[src/include/tsp_params.svh]
// Purpose: constants of the shared timer/io port: register indices, resets, bus codes
// Assumes: byte address of a register is four times its index
// Notes: included by bare name
`ifndef TSP_PARAMS_SVH
`define TSP_PARAMS_SVH

`define TSP_PORT_WIDTH 8
`define TSP_DIR_INDEX 16'hfe88
`define TSP_DATA_INDEX 16'hfe8a
`define TSP_DIR_RESET 8'h00
`define TSP_DATA_RESET 8'h00
`define TSP_DIR_READBACK 8'hff
`define TSP_UNMAPPED_READ 32'h00000000
`define TSP_HTRANS_NONSEQ_BIT 1
`define TSP_HRESP_OKAY 1'b0

`endif

[src/include/tsp_pkg.sv]
// Purpose: types of the shared timer/io port
// Assumes: eight pins
// Notes: constants live in tsp_params.svh
package tsp_pkg;

  typedef struct packed {
    logic [7:0] oc_en;
    logic [7:0] oc_level;
  } tsp_tmr_in_t;

  typedef struct packed {
    logic [7:0] level;
    logic [7:0] oe;
  } tsp_pin_out_t;

  typedef enum logic [2:0] {
    TSP_PH_IDLE = 3'b001,
    TSP_PH_WDIR = 3'b010,
    TSP_PH_WDATA = 3'b100
  } tsp_phase_t;

endpackage

[src/hw/tsp_port.sv]
// Purpose: eight-bit io port shared with timer capture/compare pins, AHB-Lite registers
// Assumes: timer and standby controls come from logic on SYS_CLK; pins are asynchronous
// Notes: zero-wait-state slave; pin outputs change on the same edge as the register write they follow
//   sensed pin levels reach reads and the timer three cycles late, through the synchroniser and an output register
//   writes are forwarded in their data phase, so a read right behind one sees the new value
//   HSIZE is ignored: every access moves the low byte lane of one whole word
//   no wait states are inserted, so HREADY from other slaves only freezes the phase logic and the read data
//
// The AHB-Lite interface to the registers was left to the implementer.
`timescale 1ns/10ps
`include "tsp_params.svh"

module tsp_port #(
  parameter int WIDTH = `TSP_PORT_WIDTH
) (
  // clock and reset
  input wire logic SYS_CLK,
  input wire logic NRST,
  // standby controls
  input wire logic HW_STANDBY,
  input wire logic SW_STANDBY,
  // ahb-lite slave
  input wire logic HSEL,
  input wire logic [31:0] HADDR,
  input wire logic [1:0] HTRANS,
  input wire logic HWRITE,
  input wire logic [2:0] HSIZE,
  input wire logic [31:0] HWDATA,
  input wire logic HREADY,
  output logic HREADYOUT,
  output logic HRESP,
  output logic [31:0] HRDATA,
  // timer pulse unit
  input wire tsp_pkg::tsp_tmr_in_t TMR_IN,
  output logic [7:0] TMR_CAPTURE_IN,
  // port pins
  input wire logic [7:0] PIN_IN,
  output tsp_pkg::tsp_pin_out_t PIN_OUT
);
  import tsp_pkg::*;

  // reset release
  logic rst_meta_reg;
  logic rst_n_reg;

  // registers and bus state
  logic [7:0] dir_reg;
  logic [7:0] data_reg;
  logic [7:0] dir_next;
  logic [7:0] data_next;
  logic dir_we;
  logic data_we;
  tsp_phase_t phase_reg;
  tsp_phase_t phase_next;

  // pin sampling
  logic [7:0] pin_meta_reg;
  logic [7:0] pin_sync_reg;

  // combinational
  logic addr_take;
  logic hit_dir;
  logic hit_data;
  logic [7:0] oc_live;
  logic [7:0] data_wr;
  logic [7:0] data_view;
  logic [31:0] rdata_next;
  logic [7:0] dir_wr;
  logic [7:0] oe_next;
  logic [7:0] level_next;
  logic [7:0] cap_next;
  logic read_dir;
  logic read_data;

  // byte address of a register from its index
  function automatic logic reg_hit(input logic [31:0] addr, input logic [15:0] index);
    reg_hit = (addr == {14'h0000, index, 2'h0});
  endfunction

  // value read from the data register for one set of direction/compare/stored/sensed bits
  function automatic logic [7:0] port_view(input logic [7:0] dir, input logic [7:0] oc,
                                           input logic [7:0] stored,
                                           input logic [7:0] sensed);
    logic [7:0] v;
    v = 8'h00;
    for (int i = 0; i < 8; i++) begin
      if (oc[i]) begin
        v[i] = sensed[i];
      end else if (dir[i]) begin
        v[i] = stored[i];
      end else begin
        v[i] = sensed[i];
      end
    end
    port_view = v;
  endfunction

  // drive enable per pin: compare ownership overrides the direction bit
  function automatic logic [7:0] drive_enable(input logic [7:0] dir, input logic [7:0] oc);
    logic [7:0] e;
    e = 8'h00;
    for (int i = 0; i < 8; i++) begin
      if (oc[i]) begin
        e[i] = 1'b1;
      end else begin
        e[i] = dir[i];
      end
    end
    drive_enable = e;
  endfunction

  // drive level per pin: the stored bit has no say on a compare pin
  function automatic logic [7:0] drive_level(input logic [7:0] oc, input logic [7:0] tmr_level,
                                             input logic [7:0] stored);
    logic [7:0] l;
    l = 8'h00;
    for (int i = 0; i < 8; i++) begin
      if (oc[i]) begin
        l[i] = tmr_level[i];
      end else begin
        l[i] = stored[i];
      end
    end
    drive_level = l;
  endfunction

  // capture feed per pin: a driven capture pin hands the timer its own output value
  function automatic logic [7:0] capture_view(input logic [7:0] dir, input logic [7:0] oc,
                                              input logic [7:0] stored,
                                              input logic [7:0] sensed);
    logic [7:0] c;
    c = 8'h00;
    for (int i = 0; i < 8; i++) begin
      if (dir[i] && !oc[i]) begin
        c[i] = stored[i];
      end else begin
        c[i] = sensed[i];
      end
    end
    capture_view = c;
  endfunction

  // a register byte on the low lane of the read bus; upper lanes read as zero
  function automatic logic [31:0] lane_word(input logic [7:0] b);
    lane_word = {24'h000000, b};
  endfunction

  // reset: asserted at once, released through two flops
  always_ff @(posedge SYS_CLK or negedge NRST) begin
    if (!NRST) begin
      rst_meta_reg <= 1'b0;
      rst_n_reg <= 1'b0;
    end else begin
      rst_meta_reg <= 1'b1;
      rst_n_reg <= rst_meta_reg;
    end
  end

  // pins arrive from outside; two flops before anything reads them
  always_ff @(posedge SYS_CLK or negedge rst_n_reg) begin
    if (!rst_n_reg) begin
      pin_meta_reg <= 8'h00;
      pin_sync_reg <= 8'h00;
    end else begin
      pin_meta_reg <= PIN_IN;
      pin_sync_reg <= pin_meta_reg;
    end
  end

  // software standby resets the timer, so compare ownership is dropped
  always_comb begin
    oc_live = SW_STANDBY ? 8'h00 : TMR_IN.oc_en;
  end

  // address phase decode
  always_comb begin
    addr_take = HSEL && HREADY && HTRANS[`TSP_HTRANS_NONSEQ_BIT];
    hit_dir = reg_hit(HADDR, `TSP_DIR_INDEX);
    hit_data = reg_hit(HADDR, `TSP_DATA_INDEX);
  end

  always_comb begin
    phase_next = TSP_PH_IDLE;
    if (addr_take && HWRITE && hit_dir) begin
      phase_next = TSP_PH_WDIR;
    end else if (addr_take && HWRITE && hit_data) begin
      phase_next = TSP_PH_WDATA;
    end
  end

  always_ff @(posedge SYS_CLK or negedge rst_n_reg) begin
    if (!rst_n_reg) begin
      phase_reg <= TSP_PH_IDLE;
    end else if (HW_STANDBY) begin
      phase_reg <= TSP_PH_IDLE;
    end else if (HREADY) begin
      phase_reg <= phase_next;
    end
  end

  // one-hot phase turned into the write strobes of the data phase
  always_comb begin
    dir_we = 1'b0;
    data_we = 1'b0;
    unique case (phase_reg)
      TSP_PH_IDLE: begin
        dir_we = 1'b0;
        data_we = 1'b0;
      end
      TSP_PH_WDIR: begin
        dir_we = 1'b1;
      end
      TSP_PH_WDATA: begin
        data_we = 1'b1;
      end
    endcase
  end

  // a write in its data phase is seen by a read right behind it and by the pins
  always_comb begin
    dir_wr = dir_we ? HWDATA[7:0] : dir_reg;
    data_wr = data_we ? HWDATA[7:0] : data_reg;
    data_view = port_view(dir_wr, oc_live, data_wr, pin_sync_reg);
    oe_next = drive_enable(dir_wr, oc_live);
    level_next = drive_level(oc_live, TMR_IN.oc_level, data_wr);
    cap_next = capture_view(dir_wr, oc_live, data_wr, pin_sync_reg);
  end

  // direction next value: hardware standby clears it, software standby keeps it
  always_comb begin
    dir_next = dir_reg;
    if (HW_STANDBY) begin
      dir_next = `TSP_DIR_RESET;
    end else if (dir_we) begin
      dir_next = HWDATA[7:0];
    end
  end

  // data next value: stored whatever the direction or timer use of the pin
  always_comb begin
    data_next = data_reg;
    if (HW_STANDBY) begin
      data_next = `TSP_DATA_RESET;
    end else if (data_we) begin
      data_next = HWDATA[7:0];
    end
  end

  // write-only direction bits, written from the low byte lane
  always_ff @(posedge SYS_CLK or negedge rst_n_reg) begin
    if (!rst_n_reg) begin
      dir_reg <= `TSP_DIR_RESET;
    end else begin
      dir_reg <= dir_next;
    end
  end

  // data bits are stored whatever the direction or timer use
  always_ff @(posedge SYS_CLK or negedge rst_n_reg) begin
    if (!rst_n_reg) begin
      data_reg <= `TSP_DATA_RESET;
    end else begin
      data_reg <= data_next;
    end
  end

  // read requests taken in this address phase
  always_comb begin
    read_dir = addr_take && !HWRITE && hit_dir;
    read_data = addr_take && !HWRITE && hit_data;
  end

  // read data is prepared in the address phase so it stands in the data phase
  always_comb begin
    rdata_next = `TSP_UNMAPPED_READ;
    if (read_dir) begin
      rdata_next = lane_word(`TSP_DIR_READBACK);
    end else if (read_data) begin
      rdata_next = lane_word(data_view);
    end
  end

  // read data holds while another slave stretches the bus
  always_ff @(posedge SYS_CLK or negedge rst_n_reg) begin
    if (!rst_n_reg) begin
      HRDATA <= `TSP_UNMAPPED_READ;
    end else if (HREADY) begin
      HRDATA <= rdata_next;
    end
  end

  // never stalls: every transfer completes with zero wait states
  always_ff @(posedge SYS_CLK or negedge rst_n_reg) begin
    if (!rst_n_reg) begin
      HREADYOUT <= 1'b1;
    end else begin
      HREADYOUT <= 1'b1;
    end
  end

  // never errors; unmapped reads give zero, unmapped writes vanish
  always_ff @(posedge SYS_CLK or negedge rst_n_reg) begin
    if (!rst_n_reg) begin
      HRESP <= `TSP_HRESP_OKAY;
    end else begin
      HRESP <= `TSP_HRESP_OKAY;
    end
  end

  // pin drivers; compare wins over the direction bit, capture leaves it in force
  // registered, so a decode hazard never glitches a pin
  always_ff @(posedge SYS_CLK or negedge rst_n_reg) begin
    if (!rst_n_reg) begin
      PIN_OUT.level <= 8'h00;
      PIN_OUT.oe <= 8'h00;
    end else begin
      PIN_OUT.level <= level_next;
      PIN_OUT.oe <= oe_next;
    end
  end

  // capture input: driven data on direction-output pins, sensed level on input and compare pins
  // it follows the same forwarded values as the pins, so on driven pins outside compare use the two never disagree
  always_ff @(posedge SYS_CLK or negedge rst_n_reg) begin
    if (!rst_n_reg) begin
      TMR_CAPTURE_IN <= 8'h00;
    end else begin
      TMR_CAPTURE_IN <= cap_next;
    end
  end

endmodule

[config.mk]
export PLATFORM = sky130hd
export DESIGN_NAME = tsp_port
export DESIGN_NICKNAME = d
export VERILOG_FILES = /design/src/include/tsp_pkg.sv /design/src/hw/tsp_port.sv
export VERILOG_INCLUDE_DIRS = /design/src /design/src/include
export SDC_FILE = /design/constraint.sdc
export NUM_CORES = 1
export LEC_CHECK = 0
export ABC_AREA = 1
export BUFFER_PORTS_ARGS = -buffer_cell sky130_fd_sc_hd__clkbuf_2
export CORE_ASPECT_RATIO = 1.1
export CORE_MARGIN = 2
export CORE_UTILIZATION = 39
export DETAILED_ROUTE_END_ITERATION = 8
export GPL_TIMING_DRIVEN = 0
export PLACE_DENSITY_LB_ADDON = 0.3
export SLEW_MARGIN = 15
export SYNTH_ARGS = -nofsm -noshare
export SYNTH_HDL_FRONTEND = slang
export SYNTH_SLANG_ARGS = --single-unit
[constraint.sdc]
create_clock -name SYS_CLK -period 1.95 [get_ports SYS_CLK]
set_input_delay 0.195 -clock SYS_CLK [delete_from_list [all_inputs] [get_ports SYS_CLK]]
set_output_delay 0.195 -clock SYS_CLK [all_outputs]
set_load 0.005 [all_outputs]
**Word level (Yosys, flattened, before mapping)**

Index checks and enable logic that the tools add are counted.

- Multiplexer cells: 53
- Reductions and logical operators: 26
- Equality and inequality tests: 4

Operator list:

| kind | number |
|---|---|
| equality test 32 x 18 -> 1 bit, second input constant | 2 |
| 2-to-1 mux 8 bit | 6 |
| 2-to-1 mux 1 bit | 42 |
| 2-to-1 mux 32 bit | 1 |
| logical AND 1 bit | 16 |
| 2-to-1 mux 3 bit | 4 |
| zero test 1 bit | 9 |
| equality test 3 x 2 -> 1 bit, second input constant | 1 |
| equality test 3 bit, second input constant | 1 |
| nonzero test 2 bit | 1 |

- Bits of input ports: 100
- Word-level logic and storage cells: 94
- Output and inout bits: 58
- Bits in registers: 93

**Logic depth before layout (Yosys ltp)**

- Depth after elaboration: 8
- Mapped depth: 9
- Gate-level depth less buffers: 9

**Worst setup path after synthesis**

Ideal clock, no wire load.

- Path kind: reg2reg
- From: register phase_reg[0]
- To: register HRDATA[0]
- Path slack: 0.702 ns
- Clock period less this slack: 1.248 ns
- Arrival time: 1.114 ns
- Library setup time: 0.134 ns
- Buffers on the path: 0
- Data required time: 1.816 ns
- Stages on the path, launching flop included: 10
- Path through: dfstp_2 > inv_2 > nand3_4 > nand2_1 > nand2_2 > nand2_1 > nand2_1 > nand2_2 > nand2_1 > nand3_1

- Cells in the longest elaborated chain, start to end: 7
- Elaborated cells on any way between the ends: 10
- Those cells by class: 2 x eq/ne; 8 x mux

RTL lines:

| element | RTL line | RTL |
|---|---|---|
| start: declaration | tsp_port.sv:53 | `tsp_phase_t phase_reg;` |
| start signal: assignment | tsp_port.sv:197 | `phase_reg <= phase_next;` |
| equality test 3 bit or equality test 3 x 2 -> 1 bit (tied branches) | tsp_port.sv:205 | `unique case (phase_reg)` |
| 2-to-1 mux 1 bit | tsp_port.sv:205 |  |
| 2-to-1 mux 8 bit (on tied branches) | n/a |  |
| 2-to-1 mux 1 bit (*) | tsp_port.sv:89 | `end else if (dir[i]) begin` |
| 2-to-1 mux 1 bit (*) | tsp_port.sv:87 | `if (oc[i]) begin` |
| 2-to-1 mux 8 bit (*) | tsp_port.sv:278 | `end else if (read_data) begin` |
| 2-to-1 mux 32 bit (*) | tsp_port.sv:276 | `if (read_dir) begin` |
| end signal: assignment | tsp_port.sv:286 | `` HRDATA <= `TSP_UNMAPPED_READ; `` |
| end signal: assignment | tsp_port.sv:288 | `HRDATA <= rdata_next;` |
| end: declaration | tsp_port.sv:32 | `output logic [31:0] HRDATA,` |

Mark *: on every way between the ends. The rest lies on a longest branch, timed or not.
A chain may end at the register's enable or synchronous reset.

**Worst setup path after layout**

- From: register phase_reg[1]
- To: register HRDATA[3]

The elaborated chain is that of the path after synthesis.

==> results by group <==
Status
  – Status: completed

STA
  – Fin crit share: 75.8%
  – Clk_skew: 0.00808 ns
  – Peak Freq: 0.677 GHz
  – # setup viols final: 0
  – RSZ-0062 raised after global routing: false
  – Final max-slew violation count: 0
  – Setup TNS: 0 ns
  – Worst setup margin: 0.473 ns
  – Hold Vio Cnt, Final: 0
  – Hold WS: 0.0965 ns
  – Period minus WS final: 1.48 ns

Clock tree
  – Clock-pin slew on the worst setup and hold paths: 0.07 ns
  – Clock Path Buffers: 2
  – H-tree depth: 3
  – Clk sinks: 69
  – CTS Root Cell: clkbuf_8
  – CTS tree: done
  – Worst-Skew Late Latency: 0.35 ns
  – Cts bufs inserted: 9

Layout
  – Final-layout fill cell count: 753
  – Fin nets: 623
  – Largest register by flop count: PIN_OUT
  – FF+latch area: 1730 sq um
  – Max reg flops: 16
  – Filler-free cell count of the finished design: 636
  – Final core occ: 54.7%
  – Most frequent cells in the layout: 111 x nand2_1, 102 x clkbuf_2, 67 x dfrtp_1, 49 x nor2_1, 43 x inv_1
  – Multi-input gate area: 1130 sq um
  – Area Growth Syn to Fin: 36.4%
  – Ant diodes: 0
  – Share of post-route cells with drive strength above 1: 33.1%
  – Commonest non-fill, non-tap cell in the layout: nand2_1
  – Final Instance Area: 4300 sq um

Power
  – Sequential share of power: 43.3%
  – NetSw: 0.709 mW
  – Int Power: 2.76 mW
  – Sw Share: 20.4%
  – Clk pwr share: 48.4%
  – Power Dens Cells: 807 nW/um^2
  – Final total power: 3.47 mW
  – Leak Pwr: 2.43 nW
  – Worst IR Drop VDD: 353 uV
  – Power share of the combinational group: 8.3%

Worst setup path
  – Slowest cell on crit path: dfrtp_1
  – Startpoint Class: register
  – Top delay family on crit path: simple AND/OR/NAND/NOR gates
  – CP Class: register to register
  – CP arrival: 1.69 ns
  – Worst Path Required: 2.16 ns
  – Buf+Inv Stages, Crit Path: 0
  – Most used cell, CP: nand2_1
  – Slowest stage delay, CP: 0.41 ns
  – Critical Path End Type: register
  – CP max FO: 9
  – Cells along the critical path: nor2_4 > nand2_2 > nand2_1 > nand2_1 > nand3_2 > nand2_2 > nand2_1 > nand3_1

Job
  – Max Cap Viol: 0

Routing
  – Via density: 4.30
  – Vias: 2,736
  – DRC Markers: 0
  – WL per Instance: 11.3 um
  – DR pass1 iterations: 4
  – ANT nets after route: 0
  – Initial DRC count: 63
  – Final WL: 7210 um

Floorplanning
  – Core area: 7870 sq um
  – Die width: 89.8 um
  – DIE AREA: 8830 sq um
  – Ports: 158
  – Die height: 98.3 um
  – Initial core utilization: 40.1%
  – Row cnt: 34

Logic synthesis
  – Synthesized area: 3160 sq um
  – Syn Inst Count: 375
  – Synth warnings: 0
  – Seq/Total Area, Yosys: 54.8%
  – Count of cell types in the netlist: 21
  – Synth Register Bits: 69
  – Syn avg cell area: 8.41 sq um

Global route
  – Gr ovfl total: 0
  – First-pass GRT wire length: 12,000 um
  – Largest net degree at the start of global routing: 38
  – Vias in the first global route: 2,618
  – Initial antenna violation count: 0
  – GRT Total Usage: 17.2%

Place
  – DPL Wire Length: 5520 um
  – DP Area: 3920 sq um
  – Number of port buffers: 102
  – Post-placement cell count: 611
  – Routability cong.: 0.744
  – Pre-CTS setup slack: 0.478 ns

Min path
  – Hold Path Class: input pin to register
power groups by stage:
| stage | clock [mW] | combinational [mW] | sequential (mW) |
|---|---|---|---|
| floorplan | 0 | 0.128 | 1.54 |
| global placement | 0 | 0.250 | 1.54 |
| detailed placement | 0 | 0.274 | 1.53 |
| CTS | 1.71 | 0.289 | 1.50 |
| global route | 1.77 | 0.324 | 1.51 |
| finish | 1.68 | 0.288 | 1.50 |
final cells by class:
cell class / count / share of cell area (%)
plain buffers: 30 / 5.09
clock buffers: 10 / 3.20
clock inverters: 6 / 3.66
inverters: 46 / 4.01
multi-input cells: 255 / 26.2
flip-flops and latches: 69 / 40.2
well taps: 108 / 3.14
repair buffers: 112 / 14.4
cell families (layout without fill, tap and decap cells):
logic type,after synthesis,count (layout),synth area share (%)
buf+inv,76,204,12.4
simple gates,217,217,30.8
compound gates,11,11,1.74
flops,69,69,54.8
other cells,2,27,0.238
metal layers:
metal / up-vias / GRT usage, % / share of wire (%)
met4: 0 / 8.64 / 2.3
met2: 86 / 30.8 / 52
met5: - / 0 / 0
met1: 1247 / 19.6 / 40
met3: 13 / 3.32 / 6.2
li1: 1390 / - / -
tightest hold or removal path, stage by stage:
cell      delay, ns
clkbuf_2       0.08
nor2_1         0.09
a21oi_1        0.04
cells in the mapped netlist:
| library cell | n | share of area [%] |
|---|---|---|
| a21oi_1 | 9 | 1.4 |
| buf_2 | 1 | 0.16 |
| buf_4 | 26 | 6.2 |
| buf_6 | 1 | 0.36 |
| clkbuf_1 | 2 | 0.24 |
| conb_1 | 2 | 0.24 |
| dfrtp_1 | 68 | 54 |
| dfstp_2 | 1 | 0.83 |
| inv_1 | 43 | 5.1 |
| inv_2 | 3 | 0.36 |
| nand2_1 | 111 | 13 |
| nand2_2 | 14 | 2.8 |
| nand3_1 | 26 | 4.1 |
| nand3_2 | 5 | 1.6 |
| nand3_4 | 1 | 0.56 |
| nand4_1 | 8 | 1.6 |
| nor2_1 | 49 | 5.8 |
| nor2_4 | 1 | 0.36 |
| nor2_8 | 1 | 0.63 |
| o21ai_1 | 2 | 0.32 |
| or2_2 | 1 | 0.20 |
what timing repair did:
| item | 4_1_cts | 5_1_grt |
|---|---|---|
| gates resized for setup | 0 | 0 |
| hold buffers | 9 | 0 |
| hold endpoints to repair | 10 | 0 |
| buffers inserted | 0 | 0 |
path summary, 6_finish.rpt:
check	startpoint	end	slack [ns]	cells past startpoint
min in group asynchronous	NRST	rst_n_reg$_DFF_PN0_	0.16	2
worst min-delay path	TMR_IN[3]	PIN_OUT[11]$_DFF_PN0_	0.1	3
worst max register to register	phase_reg[1]$_DFFE_PN0P_	HRDATA[3]$_DFFE_PN0P_	0.47	8
worst min register to register	rst_n_reg$_DFF_PN0_	pin_meta_reg[5]$_DFF_PN0_	0.27	0
max in group asynchronous	rst_n_reg$_DFF_PN0_	PIN_OUT[14]$_DFF_PN0_	1.15	1
worst max-delay path	phase_reg[1]$_DFFE_PN0P_	HRDATA[3]$_DFFE_PN0P_	0.47	8
Power figures use the tool's default switching activity.
